[src/sysctl_map.svh]
// Register offsets, field positions, reset values and counts of the system control block
`ifndef SYSCTL_MAP_SVH
`define SYSCTL_MAP_SVH

`define OFS_WAKE_CTRL     32'h0000_0000
`define OFS_RESET_CAUSE   32'h0000_0004
`define OFS_SYS_OPTIONS   32'h0000_0008

`define WAKE_FLAG_BIT     7
`define WAKE_ACK_BIT      6
`define WAKE_CLKSEL_BIT   5
`define WAKE_IRQEN_BIT    4
`define WAKE_PER_MSB      2

`define CAUSE_POR_BIT     7
`define CAUSE_PIN_BIT     6
`define CAUSE_WDOG_BIT    5
`define CAUSE_BADOP_BIT   4
`define CAUSE_BADAD_BIT   3
`define CAUSE_LOWV_BIT    1
`define CAUSE_POR_VALUE   8'h82

`define OPT_WDOG_EN_BIT   7
`define OPT_WDOG_TO_BIT   6
`define OPT_STOP_EN_BIT   5
`define OPT_SER_CH_BIT    3
`define OPT_SER_MS_BIT    2
`define OPT_DBG_PIN_BIT   1
`define OPT_RST_PIN_BIT   0
`define OPT_FREE_MASK     8'h0C
`define OPT_RESET_VALUE   8'hC2

`define WAKE_EXT_DIV      32
`define WAKE_PER_1        11'h008
`define WAKE_PER_2        11'h020
`define WAKE_PER_3        11'h040
`define WAKE_PER_4        11'h080
`define WAKE_PER_5        11'h100
`define WAKE_PER_6        11'h200
`define WAKE_PER_7        11'h400

`define WDOG_SHORT_CYCLES 9'h020
`define WDOG_LONG_CYCLES  9'h100

`endif

[src/sysctl_pkg.sv]
// Types shared by the system control block
package sysctl_pkg;

  typedef enum logic [1:0] {
    ST_HOLD    = 2'b00,
    ST_CAPTURE = 2'b01,
    ST_RUN     = 2'b11
  } init_state_t;

  typedef enum logic [1:0] {
    SEL_WAKE  = 2'b00,
    SEL_CAUSE = 2'b01,
    SEL_OPT   = 2'b10,
    SEL_NONE  = 2'b11
  } reg_sel_t;

endpackage

[src/system_reset_status_options_rti.sv]
// System control block: periodic wakeup, reset cause and system options, write-once except the serial bits
`include "sysctl_map.svh"

module system_reset_status_options_rti
  import sysctl_pkg::*;
#(
  parameter int EXT_DIV = `WAKE_EXT_DIV
)
(
  // Clock and resets
  input  wire logic        hclk,
  input  wire logic        hresetn,
  input  wire logic        por_rstn,
  // AHB-Lite slave
  input  wire logic        hsel,
  input  wire logic [31:0] haddr,
  input  wire logic [1:0]  htrans,
  input  wire logic        hwrite,
  input  wire logic [2:0]  hsize,
  input  wire logic [31:0] hwdata,
  input  wire logic        hready,
  output logic [31:0]      hrdata,
  output logic             hreadyout,
  output logic             hresp,
  // Reference clocks and power mode
  input  wire logic        ref_1khz,
  input  wire logic        external_ref_clock,
  input  wire logic        ext_ref_clock_enable,
  input  wire logic        ext_ref_stop_enable,
  input  wire logic        stop_mode,
  // Reset sources, valid at reset release
  input  wire logic        cause_por,
  input  wire logic        cause_pin,
  input  wire logic        cause_watchdog,
  input  wire logic        cause_bad_opcode,
  input  wire logic        cause_bad_address,
  input  wire logic        low_voltage_reset,
  input  wire logic        debug_forced_reset_cmd,
  // Mode strap and security
  input  wire logic        mode_select_pin,
  input  wire logic        security_disengaged,
  // Instruction and access checks
  input  wire logic        stop_instr_exec,
  input  wire logic        enter_debug_instr,
  input  wire logic        debug_mode_enable,
  input  wire logic        unimpl_opcode,
  input  wire logic        unimpl_access,
  // Outputs to the system
  output logic             wakeup_irq,
  output logic             watchdog_restart,
  output logic             watchdog_enable,
  output logic [8:0]       watchdog_limit,
  output logic             stop_mode_enable,
  output logic             serial_channel_select,
  output logic             serial_mode_select,
  output logic             debug_pin_enable,
  output logic             reset_pin_enable,
  output logic             bad_opcode_reset,
  output logic             bad_address_reset
);

  // Pin synchronisers
  logic [2:0] ref_sync_q, ref_sync_d, ext_sync_q, ext_sync_d, ms_sync_q, ms_sync_d;
  logic       ref_lvl_q, ref_lvl_d, ext_lvl_q, ext_lvl_d, ms_lvl_q, ms_lvl_d;
  logic       int_tick, ext_tick, ext_run, period_done;

  // Bus state
  logic       wr_pend_q, wr_pend_d;
  reg_sel_t   wr_sel_q, wr_sel_d;
  logic       rd_valid;
  reg_sel_t   rd_sel;
  logic [31:0] hrdata_d;

  // Registers
  init_state_t state_q, state_d;
  logic [7:0] wake_q, wake_d;
  logic [7:0] cause_q, cause_d;
  logic [7:0] opt_q, opt_d;
  logic       rst_pin_q, rst_pin_d;
  logic       locked_q, locked_d;
  logic       restart_d, irq_d, badop_d, badad_d;
  logic [8:0] limit_d;
  logic       wr_wake, wr_cause, wr_opt;

  function automatic logic agreed(input logic [2:0] s, input logic lvl);
    agreed = (s[1] == s[2]) ? s[2] : lvl;
  endfunction

  function automatic reg_sel_t decode(input logic [31:0] a);
    case (a)
      `OFS_WAKE_CTRL:   decode = SEL_WAKE;
      `OFS_RESET_CAUSE: decode = SEL_CAUSE;
      `OFS_SYS_OPTIONS: decode = SEL_OPT;
      default:          decode = SEL_NONE;
    endcase
  endfunction

  wake_timer #(
    .EXT_DIV     (EXT_DIV)
  ) u_wake_timer (
    .hclk        (hclk),
    .hresetn     (hresetn),
    .int_tick    (int_tick),
    .ext_tick    (ext_tick),
    .clk_sel     (wake_q[`WAKE_CLKSEL_BIT]),
    .period_sel  (wake_q[`WAKE_PER_MSB:0]),
    .period_done (period_done)
  );

  // Reference edges after three flops
  always_comb
  begin
    ref_sync_d = {ref_sync_q[1:0], ref_1khz};
    ext_sync_d = {ext_sync_q[1:0], external_ref_clock};
    ms_sync_d  = {ms_sync_q[1:0], mode_select_pin};
    ref_lvl_d  = agreed(ref_sync_q, ref_lvl_q);
    ext_lvl_d  = agreed(ext_sync_q, ext_lvl_q);
    ms_lvl_d   = agreed(ms_sync_q, ms_lvl_q);
    ext_run    = ext_ref_clock_enable && (!stop_mode || ext_ref_stop_enable);
    int_tick   = ref_lvl_d && !ref_lvl_q;
    ext_tick   = ext_lvl_d && !ext_lvl_q && ext_run;
  end

  always_ff @(posedge hclk or negedge hresetn)
  begin
    if (!hresetn)
    begin
      ref_sync_q <= 3'h0;
      ext_sync_q <= 3'h0;
      ref_lvl_q  <= 1'b0;
      ext_lvl_q  <= 1'b0;
    end
    else
    begin
      ref_sync_q <= ref_sync_d;
      ext_sync_q <= ext_sync_d;
      ref_lvl_q  <= ref_lvl_d;
      ext_lvl_q  <= ext_lvl_d;
    end
  end

  always_ff @(posedge hclk)
  begin
    ms_sync_q <= ms_sync_d;
    ms_lvl_q  <= ms_lvl_d;
  end

  // Bus address and data phases, zero wait states
  always_comb
  begin
    rd_valid  = 1'b0;
    rd_sel    = SEL_NONE;
    wr_pend_d = 1'b0;
    wr_sel_d  = SEL_NONE;
    if (hsel && htrans[1] && hready)
    begin
      wr_pend_d = hwrite;
      wr_sel_d  = decode(haddr);
      rd_valid  = !hwrite;
      rd_sel    = decode(haddr);
    end
    wr_wake  = wr_pend_q && (wr_sel_q == SEL_WAKE);
    wr_cause = wr_pend_q && (wr_sel_q == SEL_CAUSE);
    wr_opt   = wr_pend_q && (wr_sel_q == SEL_OPT);
  end

  // Register next values
  always_comb
  begin
    state_d   = state_q;
    wake_d    = wake_q;
    cause_d   = cause_q;
    opt_d     = opt_q;
    rst_pin_d = rst_pin_q;
    locked_d  = locked_q;
    case (state_q)
      ST_HOLD:    state_d = ST_CAPTURE;
      ST_CAPTURE: state_d = ST_RUN;
      ST_RUN:     state_d = ST_RUN;
      default:    state_d = ST_HOLD;
    endcase
    if (state_q == ST_CAPTURE)
    begin
      opt_d[`OPT_DBG_PIN_BIT] = !ms_lvl_q || security_disengaged;
      if (debug_forced_reset_cmd)
      begin
        cause_d = 8'h00;
      end
      else if (cause_por)
      begin
        cause_d = `CAUSE_POR_VALUE;
      end
      else if (low_voltage_reset)
      begin
        cause_d = {cause_q[`CAUSE_POR_BIT], 7'h02};
      end
      else
      begin
        cause_d = 8'h00;
        cause_d[`CAUSE_PIN_BIT]   = cause_pin;
        cause_d[`CAUSE_WDOG_BIT]  = cause_watchdog;
        cause_d[`CAUSE_BADOP_BIT] = cause_bad_opcode;
        cause_d[`CAUSE_BADAD_BIT] = cause_bad_address;
      end
    end
    if (wr_wake)
    begin
      wake_d[`WAKE_CLKSEL_BIT]   = hwdata[`WAKE_CLKSEL_BIT];
      wake_d[`WAKE_IRQEN_BIT]    = hwdata[`WAKE_IRQEN_BIT];
      wake_d[`WAKE_PER_MSB:0]    = hwdata[`WAKE_PER_MSB:0];
    end
    // Period end wins over an acknowledge in the same cycle
    wake_d[`WAKE_FLAG_BIT] = period_done ||
      (wake_q[`WAKE_FLAG_BIT] && !(wr_wake && hwdata[`WAKE_ACK_BIT]));
    wake_d[`WAKE_ACK_BIT] = 1'b0;
    if (wr_opt)
    begin
      opt_d[`OPT_SER_CH_BIT] = hwdata[`OPT_SER_CH_BIT];
      opt_d[`OPT_SER_MS_BIT] = hwdata[`OPT_SER_MS_BIT];
      if (!locked_q)
      begin
        opt_d[`OPT_WDOG_EN_BIT] = hwdata[`OPT_WDOG_EN_BIT];
        opt_d[`OPT_WDOG_TO_BIT] = hwdata[`OPT_WDOG_TO_BIT];
        opt_d[`OPT_STOP_EN_BIT] = hwdata[`OPT_STOP_EN_BIT];
        opt_d[`OPT_DBG_PIN_BIT] = hwdata[`OPT_DBG_PIN_BIT];
        rst_pin_d               = hwdata[`OPT_RST_PIN_BIT];
        locked_d                = 1'b1;
      end
    end
    restart_d = wr_cause || (wr_opt && !locked_q);
    irq_d     = wake_d[`WAKE_FLAG_BIT] && wake_d[`WAKE_IRQEN_BIT];
    limit_d   = opt_d[`OPT_WDOG_TO_BIT] ? `WDOG_LONG_CYCLES : `WDOG_SHORT_CYCLES;
    badop_d   = (stop_instr_exec && !opt_q[`OPT_STOP_EN_BIT]) ||
                (enter_debug_instr && !debug_mode_enable) || unimpl_opcode;
    badad_d   = unimpl_access;
    hrdata_d  = 32'h0000_0000;
    if (rd_valid)
    begin
      case (rd_sel)
        SEL_WAKE:  hrdata_d[7:0] = wake_d;
        SEL_CAUSE: hrdata_d[7:0] = cause_d;
        SEL_OPT:   hrdata_d[7:0] = {opt_d[7:1], rst_pin_d};
        default:   hrdata_d      = 32'h0000_0000;
      endcase
    end
  end

  always_ff @(posedge hclk or negedge hresetn)
  begin
    if (!hresetn)
    begin
      state_q          <= ST_HOLD;
      wake_q           <= 8'h00;
      opt_q            <= `OPT_RESET_VALUE;
      locked_q         <= 1'b0;
      wr_pend_q        <= 1'b0;
      wr_sel_q         <= SEL_NONE;
      hrdata           <= 32'h0000_0000;
      hreadyout        <= 1'b0;
      hresp            <= 1'b0;
      wakeup_irq       <= 1'b0;
      watchdog_restart <= 1'b0;
      watchdog_limit   <= `WDOG_LONG_CYCLES;
      bad_opcode_reset <= 1'b0;
      bad_address_reset <= 1'b0;
    end
    else
    begin
      state_q          <= state_d;
      wake_q           <= wake_d;
      opt_q            <= opt_d;
      locked_q         <= locked_d;
      wr_pend_q        <= wr_pend_d;
      wr_sel_q         <= wr_sel_d;
      hrdata           <= hrdata_d;
      hreadyout        <= (state_d == ST_RUN);
      hresp            <= 1'b0;
      wakeup_irq       <= irq_d;
      watchdog_restart <= restart_d;
      watchdog_limit   <= limit_d;
      bad_opcode_reset <= badop_d;
      bad_address_reset <= badad_d;
    end
  end

  // Power-on domain: kept across other resets
  always_ff @(posedge hclk or negedge por_rstn)
  begin
    if (!por_rstn)
    begin
      cause_q   <= `CAUSE_POR_VALUE;
      rst_pin_q <= 1'b0;
    end
    else
    begin
      cause_q   <= cause_d;
      rst_pin_q <= rst_pin_d;
    end
  end

  assign watchdog_enable       = opt_q[`OPT_WDOG_EN_BIT];
  assign stop_mode_enable      = opt_q[`OPT_STOP_EN_BIT];
  assign serial_channel_select = opt_q[`OPT_SER_CH_BIT];
  assign serial_mode_select    = opt_q[`OPT_SER_MS_BIT];
  assign debug_pin_enable      = opt_q[`OPT_DBG_PIN_BIT];
  assign reset_pin_enable      = rst_pin_q;

  irq_mask_a: assert property (@(posedge hclk) disable iff (!hresetn)
    !wake_q[`WAKE_IRQEN_BIT] |-> !wakeup_irq)
    else $error("wakeup irq raised while enable clear");

  period_off_a: assert property (@(posedge hclk) disable iff (!hresetn)
    wake_q[2:0] == 3'h0 |=> !period_done)
    else $error("period end while timer disabled");

  flag_set_a: assert property (@(posedge hclk) disable iff (!hresetn)
    period_done |=> wake_q[`WAKE_FLAG_BIT] && (wakeup_irq == wake_q[`WAKE_IRQEN_BIT]))
    else $error("period end did not set flag and irq");

  cause_restart_a: assert property (@(posedge hclk) disable iff (!hresetn)
    wr_cause && state_q == ST_RUN |=> watchdog_restart && $stable(cause_q))
    else $error("cause write did not restart watchdog or changed flags");

  opt_lock_a: assert property (@(posedge hclk) disable iff (!hresetn)
    wr_opt && locked_q |=> $stable(opt_q[7:5]) && $stable(opt_q[1]) && $stable(rst_pin_q))
    else $error("locked options changed");

  serial_free_a: assert property (@(posedge hclk) disable iff (!hresetn)
    wr_opt |=> serial_channel_select == $past(hwdata[3]) &&
               serial_mode_select == $past(hwdata[2]))
    else $error("serial bits not written");

  bad_opcode_a: assert property (@(posedge hclk) disable iff (!hresetn)
    stop_instr_exec && !stop_mode_enable |=> bad_opcode_reset)
    else $error("disabled stop did not raise opcode reset");

  bad_addr_a: assert property (@(posedge hclk) disable iff (!hresetn)
    unimpl_access |=> bad_address_reset)
    else $error("bad access did not raise address reset");

  wdog_limit_a: assert property (@(posedge hclk) disable iff (!hresetn)
    watchdog_limit == (opt_q[`OPT_WDOG_TO_BIT] ? `WDOG_LONG_CYCLES : `WDOG_SHORT_CYCLES))
    else $error("watchdog limit mismatch");

  por_cause_a: assert property (@(posedge hclk) disable iff (!hresetn)
    state_q == ST_CAPTURE && cause_por && !debug_forced_reset_cmd |=> cause_q == 8'h82)
    else $error("power-on cause value wrong");

endmodule

[src/wake_timer.sv]
// Periodic wakeup timer: external reference divider and period counter
`include "sysctl_map.svh"

module wake_timer
  import sysctl_pkg::*;
#(
  parameter int EXT_DIV = `WAKE_EXT_DIV
)
(
  // Clock and reset
  input  wire logic       hclk,
  input  wire logic       hresetn,
  // Reference ticks, one cycle each
  input  wire logic       int_tick,
  input  wire logic       ext_tick,
  // Control
  input  wire logic       clk_sel,
  input  wire logic [2:0] period_sel,
  // Period end pulse
  output logic            period_done
);

  localparam int DW = (EXT_DIV > 1) ? $clog2(EXT_DIV) : 1;

  if (EXT_DIV < 2)
  begin : bad_div
    $error("EXT_DIV must be at least 2");
  end

  logic [DW-1:0] div_q, div_d;
  logic [10:0]   cnt_q, cnt_d;
  logic          done_d;
  logic          src_tick;

  function automatic logic [10:0] period_len(input logic [2:0] sel);
    case (sel)
      3'h1:    period_len = `WAKE_PER_1;
      3'h2:    period_len = `WAKE_PER_2;
      3'h3:    period_len = `WAKE_PER_3;
      3'h4:    period_len = `WAKE_PER_4;
      3'h5:    period_len = `WAKE_PER_5;
      3'h6:    period_len = `WAKE_PER_6;
      3'h7:    period_len = `WAKE_PER_7;
      default: period_len = 11'h000;
    endcase
  endfunction

  always_comb
  begin
    div_d    = div_q;
    src_tick = 1'b0;
    if (ext_tick)
    begin
      div_d = (div_q == DW'(EXT_DIV - 1)) ? '0 : div_q + DW'(1);
    end
    if (clk_sel)
    begin
      src_tick = ext_tick && (div_q == DW'(EXT_DIV - 1));
    end
    else
    begin
      src_tick = int_tick;
    end
    cnt_d  = cnt_q;
    done_d = 1'b0;
    if (period_sel == 3'h0)
    begin
      cnt_d = 11'h000;
    end
    else if (src_tick)
    begin
      if (cnt_q >= period_len(period_sel) - 11'h001)
      begin
        cnt_d  = 11'h000;
        done_d = 1'b1;
      end
      else
      begin
        cnt_d = cnt_q + 11'h001;
      end
    end
  end

  always_ff @(posedge hclk or negedge hresetn)
  begin
    if (!hresetn)
    begin
      div_q       <= '0;
      cnt_q       <= 11'h000;
      period_done <= 1'b0;
    end
    else
    begin
      div_q       <= div_d;
      cnt_q       <= cnt_d;
      period_done <= done_d;
    end
  end

endmodule

[config.mk]
export PLATFORM = sky130hd
export DESIGN_NAME = system_reset_status_options_rti
export DESIGN_NICKNAME = d
export VERILOG_FILES = /design/src/sysctl_pkg.sv /design/src/system_reset_status_options_rti.sv /design/src/wake_timer.sv
export VERILOG_INCLUDE_DIRS = /design/src /design/src/src
export SDC_FILE = /design/constraint.sdc
export NUM_CORES = 1
export LEC_CHECK = 0
export BUFFER_PORTS_ARGS = -buffer_cell sky130_fd_sc_hd__buf_2
export CAP_MARGIN = 15
export CORE_UTILIZATION = 50
export DETAILED_ROUTE_END_ITERATION = 16
export PLACE_DENSITY = 0.82
export SLEW_MARGIN = 20
export SYNTH_ARGS = -nofsm -noshare
export SYNTH_HDL_FRONTEND = slang
export SYNTH_HIERARCHICAL = 1
export SYNTH_SLANG_ARGS = --single-unit
[constraint.sdc]
create_clock -name hclk -period 6.76 [get_ports hclk]
set_clock_uncertainty 0.1 [all_clocks]
set_input_delay 2.028 -clock hclk [delete_from_list [all_inputs] [get_ports hclk]]
set_output_delay 2.028 -clock hclk [all_outputs]
set_load 0.03 [all_outputs]
---- Yosys cells after proc, flatten, opt, wreduce, memory -nomap -nowiden ----
Cells that the tools add are included.
storage, ports and cells
  flip-flop bits (word level) ............. 102
  bits of input ports ..................... 94
  output and inout port bits .............. 53
operators by class
  add/subtract/negate cells ............... 3
  order comparisons ....................... 1
  eq/ne operators ......................... 20
  multiplexer cells ....................... 34
  reductions and logical operators ........ 38
operators with widths
  cell                                                 number
  case mux 11 bit (7 select lines)                     1
  two-way mux 11 bit                                   5
  two-way mux 8 bit                                    5
  == test 32 x 3 -> 1 bit (second input constant)      1
  == test 32 x 4 -> 1 bit (second input constant)      1
  logical NOT 32 bit                                   1
  case mux 8 bit (3 select lines)                      1
  logical AND 1 bit                                    16
  == test 3 bit (second input constant)                4
  two-way mux 1 bit                                    12
  two-way mux 3 bit                                    4
  adder 11 x 1 -> 11 bit (second input constant)       1
  greater-or-equal comparator 11 bit                   1
  subtractor 11 x 1 -> 11 bit (second input constant)  1
  logical NOT 1 bit                                    9
  two-way mux 9 bit                                    1
  == test 2 bit (second input constant)                4
  == test 2 x 1 -> 1 bit (second input constant)       3
  == test 3 x 2 -> 1 bit (second input constant)       2
  logical NOT 2 bit                                    3
  logical OR 1 bit                                     6
  case mux 2 bit (3 select lines)                      1
  adder 5 x 1 -> 5 bit (second input constant)         1
  == test 5 bit (second input constant)                1
  8 further kinds                                      11

---- Depth between registers and ports, before layout ----
Gate-level depths: netlist (run 1).
  depth in word-level cells ............... 13
  depth in mapped cells ................... 15
  depth with buffers taken out ............ 13

---- Modules after synthesis ----
Netlist (run 1), hierarchy kept.
by module, submodules not included
  module                           instances  cells an instance  area an instance (sq um)
  system_reset_status_options_rti  1          202                2348.5
  wake_timer                       1          139                1347.5

---- Worst setup path after synthesis (run 1) ----
OpenSTA, ideal clock, no wires.
  kind .................................... in2reg
  start ................................... input port ext_ref_clock_enable
  end ..................................... register u_wake_timer.cnt_q[6]
  library setup time ...................... 87 ps
  arrival time ............................ 3218 ps
  path slack .............................. 3355 ps
  stages on the path ...................... 8
  cells stage by stage .................... nand4b_1 a21oi_1 clkbuf_2 nand3_1 a31oi_4 nand4_1 xor2_1 a211oi_2
on the way
  word-level cells in the longest chain between the ends .. 5
RTL lines
  element                       line                                    text
  from (decl)                   system_reset_status_options_rti.sv:28   input wire logic ext_ref_clock_enable,
  logical AND 1 bit             system_reset_status_options_rti.sv:119  ext_run = ext_ref_clock_enable && (!stop_mode || ext_ref_stop_enable);
  logical AND 1 bit             system_reset_status_options_rti.sv:121  ext_tick = ext_lvl_d && !ext_lvl_q && ext_run;
  via ext_tick                  system_reset_status_options_rti.sv:65   logic int_tick, ext_tick, ext_run, period_done;
  logical AND 1 bit             wake_timer.sv:58                        src_tick = ext_tick && (div_q == DW'(EXT_DIV - 1));
  two-way mux 1 bit             wake_timer.sv:56                        if (clk_sel)
  nonzero test 2 bit (no line)  n/a
  to (signal assigned)          wake_timer.sv:95                        cnt_q <= cnt_d;
  to (decl)                     wake_timer.sv:31                        logic [10:0] cnt_q, cnt_d;
The timed path passes the listed nets, and every way through them passes these cells.
A chain may end at the register's enable or synchronous reset.

---- Worst setup path after layout (run 1) ----
  start ................................... input port ext_ref_clock_enable
  end ..................................... register u_wake_timer.cnt_q[0]
Same word-level chain as after synthesis.

==> results of run 1 <==
## metrics by stage
stage / std cells / utilization, %
5_1_grt: 530 / 60.90
4_1_cts: 530 / 60.90
6_report: 530 / 60.90
3_5_place_dp: 514 / 58.08
2_1_floorplan: 372 / -
3_3_place_gp: 514 / 58.08
## logic make-up after synthesis
logic type	share of synthesized area, %
simple gates	16.18
compound gates	14.39
flops	46.68
buf+inv	10.36
fa+ha+maj	5.958
mux	4.198
xor+xnor	2.133
other cells	0.1015
## power by group
part / internal (mW) / total, mW / switching [mW]
Sequential: 0.431 / 0.444 / 0.0130
Clock: 0.191 / 0.335 / 0.144
Combinational: 0.0373 / 0.102 / 0.0646
## sequential cells by signal, summed over array words and instances (netlist names), 2 cells and up
signal              cells
ref_sync_q              3
cause_q                 8
wr_sel_q                2
u_wake_timer/div_q      5
wake_q                  6
ms_sync_q               3
ext_sync_q              3
u_wake_timer/cnt_q     11
opt_q                   6
hrdata                  8
## Yosys cell counts, types with 7 or more instances
cell type                  count  area, sq um
sky130_fd_sc_hd__a21oi_1      14        70.07
sky130_fd_sc_hd__buf_4        33        247.7
sky130_fd_sc_hd__dfrtp_1      58         1451
sky130_fd_sc_hd__dfstp_2       7        183.9
sky130_fd_sc_hd__ha_1         16        200.2
sky130_fd_sc_hd__inv_1        14        52.55
sky130_fd_sc_hd__mux2_2        7        78.83
sky130_fd_sc_hd__nand2_1      20        75.07
sky130_fd_sc_hd__nand2b_1      7        43.79
sky130_fd_sc_hd__nand3_1      13        65.06
sky130_fd_sc_hd__nor2_1        8        30.03
sky130_fd_sc_hd__nor3_1        7        35.03
sky130_fd_sc_hd__nor4_1        7        43.79
sky130_fd_sc_hd__o21ai_0      10        50.05
sky130_fd_sc_hd__xor2_1        7        61.31
## cell usage in the layout, fill, tap and decap left out, types with 3 or more instances in the layout
cell and instances:
sky130_fd_sc_hd__nand3_1 13, sky130_fd_sc_hd__clkbuf_8 11, sky130_fd_sc_hd__o22ai_1 4, sky130_fd_sc_hd__a211oi_2 4, sky130_fd_sc_hd__nor3_1 7, sky130_fd_sc_hd__a211o_1 4, sky130_fd_sc_hd__nor4_1 7, sky130_fd_sc_hd__dfxtp_1 3
sky130_fd_sc_hd__a21oi_1 14, sky130_fd_sc_hd__inv_1 14, sky130_fd_sc_hd__dfstp_2 7, sky130_fd_sc_hd__clkbuf_1 4, sky130_fd_sc_hd__buf_4 3, sky130_fd_sc_hd__nor2_1 8, sky130_fd_sc_hd__o211ai_1 3, sky130_fd_sc_hd__conb_1 32
sky130_fd_sc_hd__a21o_1 5, sky130_fd_sc_hd__ha_1 16, sky130_fd_sc_hd__nand2_1 20, sky130_fd_sc_hd__mux2_2 7, sky130_fd_sc_hd__a211oi_1 5, sky130_fd_sc_hd__and2_1 5, sky130_fd_sc_hd__o21ai_0 10, sky130_fd_sc_hd__nand2b_1 7
sky130_fd_sc_hd__and3b_1 3, sky130_fd_sc_hd__nand4_1 3, sky130_fd_sc_hd__buf_2 86, sky130_fd_sc_hd__mux2i_1 5, sky130_fd_sc_hd__xor2_1 7, sky130_fd_sc_hd__nor2b_1 4, sky130_fd_sc_hd__a22o_1 4, sky130_fd_sc_hd__dfrtp_1 58
sky130_fd_sc_hd__o21a_1 5, sky130_fd_sc_hd__and3_1 4
## worst paths after layout
check	endpoint	slack, ps	depth (start not counted)
max	u_wake_timer/cnt_q[0]	3020	8
min	ms_sync_q[1]	230	0
max reg2reg	u_wake_timer/period_done	3340	13
min reg2reg	ms_sync_q[1]	230	0
max in group asynchronous	opt_q[3]	4380	2
min in group asynchronous	cause_q[3]	1450	1
## area by class of cell
class / instances / area (sq um)
Clock buffer: 15 / 166.4
Multi-Input combinational cell: 246 / 1704
Sequential cell: 69 / 1725
Timing Repair Buffer: 89 / 452.9
Inverter: 14 / 52.55
Tap cell: 96 / 120.1
Fill cell: 593 / 2730
Clock inverter: 1 / 30.03
## worst reg2reg max path, delay by kind of cell, from the launching register on
family	cells	cell delay, ps
and+or+nand+nor	5	1190
AOI/OAI and AO/OA	4	490
buffers and inverters	1	200
adders and majority gates	3	770
DFF	1	560
## layer usage
metal,global-route usage [%],routed length (um),up-vias
li1,-,-,1346
met1,28.43,3391,1361
met2,35.80,4094,103
met3,5.372,469,7
met4,6.110,74,0
met5,0,0,-
==> report_table.html, run 1 <==
<table>
<tr><th>Metric</th><th>Value</th></tr>
<tr><th colspan="2">Floorplanning</th></tr>
<tr><td>Die area</td><td>7740 sq um</td></tr>
<tr><td>Chip height</td><td>between 80 and 90 um</td></tr>
<tr><td>Number of cell rows</td><td>30</td></tr>
<tr><td>Initial Util</td><td>52.94%</td></tr>
<tr><td>IO Count</td><td>between 100 and 150</td></tr>
<tr><td>Core footprint</td><td>about 7000 sq um</td></tr>
<tr><td>Die width</td><td>87.98 um</td></tr>
<tr><th colspan="2">Timing</th></tr>
<tr><td>Final period util</td><td>a little under three fifths</td></tr>
<tr><td>Final Max Tran Viols</td><td>0</td></tr>
<tr><td># setup viols final</td><td>0</td></tr>
<tr><td>Worst-margin pin slew</td><td>just over 800 ps</td></tr>
<tr><td>Worst slew slack as a fraction of its limit</td><td>45.39%</td></tr>
<tr><td>Max Freq</td><td>around 270 MHz</td></tr>
<tr><td>Worst Hold Margin</td><td>between 200 and 250 ps</td></tr>
<tr><td>Accumulated negative setup slack</td><td>0 ps</td></tr>
<tr><td>Final-report hold violation count</td><td>0</td></tr>
<tr><td>RSZ-0062 raised after global routing</td><td>no</td></tr>
<tr><td>Final worst setup slack</td><td>about 3000 ps</td></tr>
<tr><td>Minimum period implied by the final worst setup slack</td><td>roughly 3700 ps</td></tr>
<tr><th colspan="2">Cells and area</th></tr>
<tr><td>Fraction of layout cells with a size suffix above 1</td><td>29.95%</td></tr>
<tr><td>Fin nets</td><td>539</td></tr>
<tr><td>Post-route cell area</td><td>4252 sq um</td></tr>
<tr><td>Relative area change from synthesis to final layout</td><td>15.03%</td></tr>
<tr><td>Ant diodes</td><td>0</td></tr>
<tr><th colspan="2">Critical path</th></tr>
<tr><td>Worst endpoint data arrival time</td><td>3900 ps</td></tr>
<tr><td>Worst path cell trace</td><td>buf_2, nand4b_1, a21oi_1, nand3_1, nand2_2, inv_1, or3_1, o22ai_1</td></tr>
<tr><td>Crit path launch</td><td>ext_ref_clock_enable</td></tr>
<tr><td>Cell with the largest stage delay on the worst path</td><td>sky130_fd_sc_hd__a21oi_1</td></tr>
<tr><td>Critical path class</td><td>input port to flop</td></tr>
<tr><td>Max stage delay on crit path</td><td>~480 ps</td></tr>
<tr><td>Startpoint types</td><td>input port</td></tr>
<tr><td>Reg-to-reg startpoint</td><td>wake_q[2]</td></tr>
<tr><td>Critical Path Fanout Max</td><td>19</td></tr>
<tr><td>Endpoint class of the critical path</td><td>flop</td></tr>
<tr><td>Buf/Inv on CP</td><td>2</td></tr>
<tr><td>Category of cells accounting for the largest share of critical-path delay</td><td>simple AND/OR/NAND/NOR gates</td></tr>
<tr><td>Required @ worst endpoint</td><td>6920 ps</td></tr>
<tr><th colspan="2">Placement</th></tr>
<tr><td>Detailed placement HPWL</td><td>5.943 mm</td></tr>
<tr><td>IO Port Bufs</td><td>86</td></tr>
<tr><td>Setup slack after placement</td><td>2703 ps</td></tr>
<tr><td>Routability cong.</td><td>between 0.8 and 0.9</td></tr>
<tr><td>Instance area at placement</td><td>4055 sq um</td></tr>
<tr><th colspan="2">Clocking</th></tr>
<tr><td>Clock edge transition at the registers on the reported setup and hold paths</td><td>70 ps</td></tr>
<tr><td>Master cell of the clock root buffer</td><td>sky130_fd_sc_hd__clkbuf_8</td></tr>
<tr><td>Clock sink count</td><td>69</td></tr>
<tr><td>Number of buffers added by the clock tree synthesis step</td><td>9</td></tr>
<tr><td>Maximum root-to-sink buffer count</td><td>2</td></tr>
<tr><td>Count of buffers added by post-CTS timing repair for setup</td><td>0</td></tr>
<tr><td>Clk Latency, worst-skew pair</td><td>340 ps</td></tr>
<tr><td>H-tree lvl count</td><td>3</td></tr>
<tr><td>CTS Hold Buffers Added</td><td>0</td></tr>
<tr><td>Resized cells post-CTS</td><td>0</td></tr>
<tr><td>TritonCTS clock tree</td><td>yes</td></tr>
<tr><th colspan="2">Global route</th></tr>
<tr><td>Maximum number of pins on one net before global-route repair</td><td>57</td></tr>
<tr><td>Global-route total usage across every layer</td><td>21.66%</td></tr>
<tr><td>Via count of the first global-routing pass</td><td>2635</td></tr>
<tr><td>Wire length of the first global-routing pass</td><td>about 12 mm</td></tr>
<tr><td>Number of antenna violations at the first check in global routing</td><td>0</td></tr>
<tr><td>Aggregate global routing overflow</td><td>0</td></tr>
<tr><th colspan="2">Synthesis</th></tr>
<tr><td>Average size of a mapped cell</td><td>10.84 sq um</td></tr>
<tr><td>Number of storage elements in the synthesis netlist</td><td>69</td></tr>
<tr><td>Yosys warns</td><td>6</td></tr>
<tr><td>Ys flop type</td><td>sky130_fd_sc_hd__dfrtp_1</td></tr>
<tr><td>Share of the yosys chip area belonging to registers</td><td>46.68%</td></tr>
<tr><td>Synthesized instance count</td><td>341</td></tr>
<tr><td>Number of flops mapped to enable cells by yosys</td><td>1</td></tr>
<tr><td>Asr flop ratio synth</td><td>94.20%</td></tr>
<tr><td>Syn Std Cell Area</td><td>roughly 3700 sq um</td></tr>
<tr><td>Count of cell types in the netlist</td><td>68</td></tr>
<tr><th colspan="2">Route</th></tr>
<tr><td>Average wire per cell in the routed design</td><td>15.15 um</td></tr>
<tr><td>Remaining number of nets flagged by the antenna check after routing</td><td>0</td></tr>
<tr><td>DRC</td><td>0</td></tr>
<tr><td>Routed Wire Length</td><td>8.030 mm</td></tr>
<tr><td>Number of DRC markers in iteration 0</td><td>199</td></tr>
<tr><td>Detailed-route via count</td><td>2817</td></tr>
<tr><td>Routed vias/inst</td><td>5.315</td></tr>
<tr><td>First-pass DRT Iterations</td><td>4</td></tr>
<tr><th colspan="2">Worst hold path</th></tr>
<tr><td>Hold Path Origin</td><td>ms_sync_q[0]</td></tr>
<tr><td>Type of the worst min-delay path</td><td>flop to flop</td></tr>
<tr><th colspan="2">Power and ir drop</th></tr>
<tr><td>Power Density</td><td>207.3 nW/um^2</td></tr>
<tr><td>Worst VDD drop</td><td>0.0001545 V</td></tr>
<tr><td>Post-route total power</td><td>between 0.8 and 0.9 mW</td></tr>
<tr><td>Static leakage</td><td>2.124 nW</td></tr>
<tr><th colspan="2">Outcome</th></tr>
<tr><td>Result of the run</td><td>finished clean</td></tr>
<tr><th colspan="2">Run</th></tr>
<tr><td>Number of maximum-capacitance violations</td><td>0</td></tr>
</table>
Power figures use the tool's default switching activity.
==> inputs of run 2 (changes only) <==
Settings changed: ABC_AREA set to 1, CORE_UTILIZATION 50 to 45, PLACE_DENSITY 0.82 to 0.77.
Clock period 6.76 ns to 3.3 ns, I/O delays scaled along.
==> report_table.html, run 2 <==
<table>
<tr><th>Metric</th><th>Value</th></tr>
<tr><th colspan="2">Outcome</th></tr>
<tr><td>Result of the run</td><td>finished clean</td></tr>
<tr><th colspan="2">Cells and area</th></tr>
<tr><td>Ant diodes</td><td>0 (unchanged)</td></tr>
<tr><td>Fillers</td><td>781 (+32%)</td></tr>
<tr><td>Largest register by flop count</td><td>u_wake_timer/cnt_q</td></tr>
<tr><td>Largest register FFs</td><td>11 (unchanged)</td></tr>
<tr><td>Core occupancy in the finished layout</td><td>54.89% (-6.0 points)</td></tr>
<tr><td>Commonest non-fill, non-tap cell in the layout</td><td>sky130_fd_sc_hd__nand2_1</td></tr>
<tr><td>Largest registers</td><td>u_wake_timer/cnt_q x11, cause_q x8, hrdata x8</td></tr>
<tr><td>Highest-count cells in the layout ignoring fill and taps</td><td>sky130_fd_sc_hd__nand2_1, sky130_fd_sc_hd__buf_2, sky130_fd_sc_hd__dfrtp_1</td></tr>
<tr><td>Fraction of layout cells with a size suffix above 1</td><td>30.66% (+0.71 points)</td></tr>
<tr><td>Relative area change from synthesis to final layout</td><td>15.85%</td></tr>
<tr><td>Final cell count without fillers</td><td>679 (+28%)</td></tr>
<tr><td>Fin nets</td><td>679 (+26%)</td></tr>
<tr><th colspan="2">Route</th></tr>
<tr><td>DRC</td><td>0 (unchanged)</td></tr>
<tr><td>Remaining number of nets flagged by the antenna check after routing</td><td>0 (unchanged)</td></tr>
<tr><td>First-pass DRT Iterations</td><td>4 (unchanged)</td></tr>
<tr><td>Routed Wire Length</td><td>7.903 mm (-1.6%)</td></tr>
<tr><td>Average wire per cell in the routed design</td><td>11.64 um (-23%)</td></tr>
<tr><td>Detailed-route via count</td><td>3197 (+13%)</td></tr>
<tr><td>Routed vias/inst</td><td>4.708 (-11%)</td></tr>
<tr><td>Number of DRC markers in iteration 0</td><td>123 (-38%)</td></tr>
<tr><th colspan="2">Floorplanning</th></tr>
<tr><td>IO Count</td><td>147 (unchanged)</td></tr>
<tr><td>Core footprint</td><td>8382 sq um (+20%)</td></tr>
<tr><td>Chip height</td><td>95.94 um (+9.1%)</td></tr>
<tr><td>Number of cell rows</td><td>33 (+10%)</td></tr>
<tr><td>Die area</td><td>9204 sq um (+19%)</td></tr>
<tr><td>Initial Util</td><td>47.38% (-5.6 points)</td></tr>
<tr><td>Die width</td><td>95.94 um (+9.1%)</td></tr>
<tr><th colspan="2">Placement</th></tr>
<tr><td>IO Port Bufs</td><td>86 (unchanged)</td></tr>
<tr><td>Setup slack after placement</td><td>126.5 ps (-2577 ps)</td></tr>
<tr><td>Inst Count DP</td><td>661 (+29%)</td></tr>
<tr><td>Detailed placement HPWL</td><td>6.029 mm (+1.4%)</td></tr>
<tr><td>Routability cong.</td><td>0.7967 (-4.9%)</td></tr>
<tr><th colspan="2">Critical path</th></tr>
<tr><td>Worst endpoint data arrival time</td><td>3090 ps (-810 ps)</td></tr>
<tr><td>Endpoint class of the critical path</td><td>flop</td></tr>
<tr><td>Required @ worst endpoint</td><td>3470 ps (-3450 ps)</td></tr>
<tr><td>Critical path class</td><td>flop to flop</td></tr>
<tr><td>Critical Path Fanout Max</td><td>9 (-10)</td></tr>
<tr><td>Startpoint types</td><td>flop</td></tr>
<tr><th colspan="2">Synthesis</th></tr>
<tr><td>Leading post-synthesis cells by instance count</td><td>sky130_fd_sc_hd__nand2_1, sky130_fd_sc_hd__dfrtp_1, sky130_fd_sc_hd__inv_1, sky130_fd_sc_hd__nor2_1, sky130_fd_sc_hd__buf_4</td></tr>
<tr><td>Synthesized instance count</td><td>475 (+39%)</td></tr>
<tr><td>Yosys warns</td><td>6 (unchanged)</td></tr>
<tr><td>Count of cell types in the netlist</td><td>45 (-34%)</td></tr>
<tr><td>Synth top area cells</td><td>sky130_fd_sc_hd__dfrtp_1, sky130_fd_sc_hd__nand2_1, sky130_fd_sc_hd__buf_4, sky130_fd_sc_hd__ha_1, sky130_fd_sc_hd__inv_1</td></tr>
<tr><td>Ys flop type</td><td>sky130_fd_sc_hd__dfrtp_1</td></tr>
<tr><td>Average size of a mapped cell</td><td>8.361 sq um (-23%)</td></tr>
<tr><td>Dominant cell type by area after synthesis</td><td>sky130_fd_sc_hd__dfrtp_1</td></tr>
<tr><td>Number of flops mapped to enable cells by yosys</td><td>1 (unchanged)</td></tr>
<tr><td>Asr flop ratio synth</td><td>94.20% (unchanged)</td></tr>
<tr><td>Top-count cell post-synth</td><td>sky130_fd_sc_hd__nand2_1</td></tr>
<tr><td>Syn Std Cell Area</td><td>3971 sq um (+7.4%)</td></tr>
<tr><td>Number of storage elements in the synthesis netlist</td><td>69 (unchanged)</td></tr>
<tr><td>Share of the yosys chip area belonging to registers</td><td>43.45% (-3.2 points)</td></tr>
<tr><td>Share of the synthesized area in the top cell type</td><td>36.55% (-2.7 points)</td></tr>
<tr><th colspan="2">Global route</th></tr>
<tr><td>Global-route total usage across every layer</td><td>19.41% (-2.2 points)</td></tr>
<tr><td>Number of antenna violations at the first check in global routing</td><td>0 (unchanged)</td></tr>
<tr><td>Wire length of the first global-routing pass</td><td>13.64 mm (+9.6%)</td></tr>
<tr><td>Aggregate global routing overflow</td><td>0 (unchanged)</td></tr>
<tr><td>Via count of the first global-routing pass</td><td>3139 (+19%)</td></tr>
<tr><td>Maximum number of pins on one net before global-route repair</td><td>57 (unchanged)</td></tr>
<tr><th colspan="2">Run</th></tr>
<tr><td>Number of maximum-capacitance violations</td><td>0 (unchanged)</td></tr>
<tr><th colspan="2">Power and ir drop</th></tr>
<tr><td>Clock network fraction of total power</td><td>37.5% (-0.5 points)</td></tr>
<tr><td>Net switching component of the power</td><td>0.5412 mW (+140%)</td></tr>
<tr><td>Power Density</td><td>414.0 nW/um^2 (+100%)</td></tr>
<tr><td>Worst VDD drop</td><td>0.0002829 V (+83%)</td></tr>
<tr><td>Internal Power</td><td>1.364 mW (+110%)</td></tr>
<tr><td>Static leakage</td><td>2.506 nW (+18%)</td></tr>
<tr><td>Switching power share of the total</td><td>28.41% (+3.3 points)</td></tr>
<tr><td>Share of power burned in combinational logic</td><td>13.3% (+1.7 points)</td></tr>
<tr><td>Fraction of power consumed by sequential logic</td><td>49.1% (-1.3 points)</td></tr>
<tr><th colspan="2">Timing</th></tr>
<tr><td>Final-report hold violation count</td><td>0 (unchanged)</td></tr>
<tr><td># setup viols final</td><td>0 (unchanged)</td></tr>
<tr><td>Max Freq</td><td>342.3 MHz</td></tr>
<tr><td>Accumulated negative setup slack</td><td>0 ps (unchanged)</td></tr>
<tr><td>Final Max Tran Viols</td><td>0 (unchanged)</td></tr>
<tr><td>Worst Hold Margin</td><td>241.3 ps (+11.59 ps)</td></tr>
<tr><td>Final worst setup slack</td><td>378.2 ps (-2639 ps)</td></tr>
<tr><td>Final period util</td><td>88.54%</td></tr>
<tr><td>Worst-margin pin slew</td><td>698.6 ps (-113.8 ps)</td></tr>
<tr><td>Worst slew slack as a fraction of its limit</td><td>53.42% (+8.0 points)</td></tr>
<tr><td>RSZ-0062 raised after global routing</td><td>no</td></tr>
<tr><td>Minimum period implied by the final worst setup slack</td><td>just under 3000 ps</td></tr>
<tr><th colspan="2">Clocking</th></tr>
<tr><td>Clk Latency, worst-skew pair</td><td>350 ps (about the same)</td></tr>
<tr><td>Clock edge transition at the registers on the reported setup and hold paths</td><td>80 ps (about the same)</td></tr>
<tr><td>Number of buffers added by the clock tree synthesis step</td><td>9 (unchanged)</td></tr>
<tr><td>CTS Hold Buffers Added</td><td>0 (unchanged)</td></tr>
<tr><td>H-tree lvl count</td><td>3 (unchanged)</td></tr>
<tr><td>Master cell of the clock root buffer</td><td>sky130_fd_sc_hd__clkbuf_8</td></tr>
<tr><td>TritonCTS clock tree</td><td>yes</td></tr>
<tr><td>Clock sink count</td><td>69 (unchanged)</td></tr>
<tr><td>Maximum root-to-sink buffer count</td><td>2 (unchanged)</td></tr>
<tr><th colspan="2">Worst hold path</th></tr>
<tr><td>Type of the worst min-delay path</td><td>flop to flop</td></tr>
</table>
==> run 2: cells by family after synthesis <==
| logic type | count (synthesis) | share of synthesized area [%] |
|---|---|---|
| xor gates and xnor gates | 8 | 1.764 |
| buffers and inverters | 99 | 13.17 |
| muxes | 1 | 0.2835 |
| other | 1 | 0.09443 |
| DFF | 69 | 43.45 |
| AOI/OAI and AO/OA | 45 | 6.837 |
| adders and majority gates | 18 | 5.545 |
| and+or+nand+nor | 234 | 28.86 |
==> run 2: path summary, 6_finish.rpt <==
check | cells after the start | from | slack, ps | to
min reg2reg | 0 | ms_sync_q[0] | 240 | ms_sync_q[1]
max reg2reg | 17 | wake_q[2] | 380 | u_wake_timer/cnt_q[8]
max in group asynchronous | 2 | hresetn | 1930 | wake_q[2]
min in group asynchronous | 1 | por_rstn | 380 | reset_pin_enable
min | 0 | ms_sync_q[0] | 240 | ms_sync_q[1]
max | 17 | wake_q[2] | 380 | u_wake_timer/cnt_q[8]
==> run 2: per-layer routing <==
| layer | vias to the layer above | share of wire [%] | GRT usage [%] |
|---|---|---|---|
| met5 | - | 0 | 0 |
| met4 | 0 | 1.4 | 7.836 |
| li1 | 1621 | - | - |
| met1 | 1483 | 43 | 22.91 |
| met3 | 11 | 4.6 | 4.660 |
| met2 | 82 | 51 | 33.87 |
==> run 2: per-stage QoR <==
step / instance area, sq um / power [mW]
floorplan: 4088 / 1.138
global placement: 4367 / 1.184
detailed placement: 4367 / 1.202
CTS: 4574 / 1.923
global route: 4601 / 2.003
finish: 4601 / 1.905
==> run 2: worst max-delay path, stage by stage (launching register included) <==
cell,delay [ps]
sky130_fd_sc_hd__dfrtp_2,450
sky130_fd_sc_hd__inv_2,140
sky130_fd_sc_hd__ha_1,190
sky130_fd_sc_hd__nor2_1,50
sky130_fd_sc_hd__nand2_1,100
sky130_fd_sc_hd__inv_1,70
sky130_fd_sc_hd__nor3_1,130
sky130_fd_sc_hd__inv_1,80
sky130_fd_sc_hd__ha_1,220
sky130_fd_sc_hd__xor2_1,170
sky130_fd_sc_hd__ha_1,290
sky130_fd_sc_hd__nand2_1,90
sky130_fd_sc_hd__inv_1,40
sky130_fd_sc_hd__a21oi_1,150
sky130_fd_sc_hd__nand2_1,70
sky130_fd_sc_hd__nand2_1,160
sky130_fd_sc_hd__nand3_4,160
sky130_fd_sc_hd__a21oi_1,180
==> run 2: layout make-up <==
| cell class | count | area [sq um] | share of cell area, % |
|---|---|---|---|
| clock inverters | 6 | 70.07 | 1.523 |
| flip-flops and latches | 69 | 1728 | 37.56 |
| well taps | 105 | 131.4 | 2.856 |
| inverters | 62 | 232.7 | 5.058 |
| repair buffers | 89 | 452.9 | 9.845 |
| clock buffers | 10 | 137.6 | 2.992 |
| multi-input cells | 338 | 1848 | 40.17 |
==> run 2: repair_timing <==
action                                  4_1_cts  5_1_grt
resized for setup                             0        4
buffers inserted                              0        2
endpoints found under the setup margin        0       12
==> run 2: power by group through the flow <==
stage	Combinational (mW)	Clock (mW)	Sequential [mW]
floorplan	0.193	0	0.946
global placement	0.236	0	0.948
detailed placement	0.252	0	0.951
CTS	0.252	0.736	0.935
global route	0.288	0.774	0.941
finish	0.254	0.715	0.936
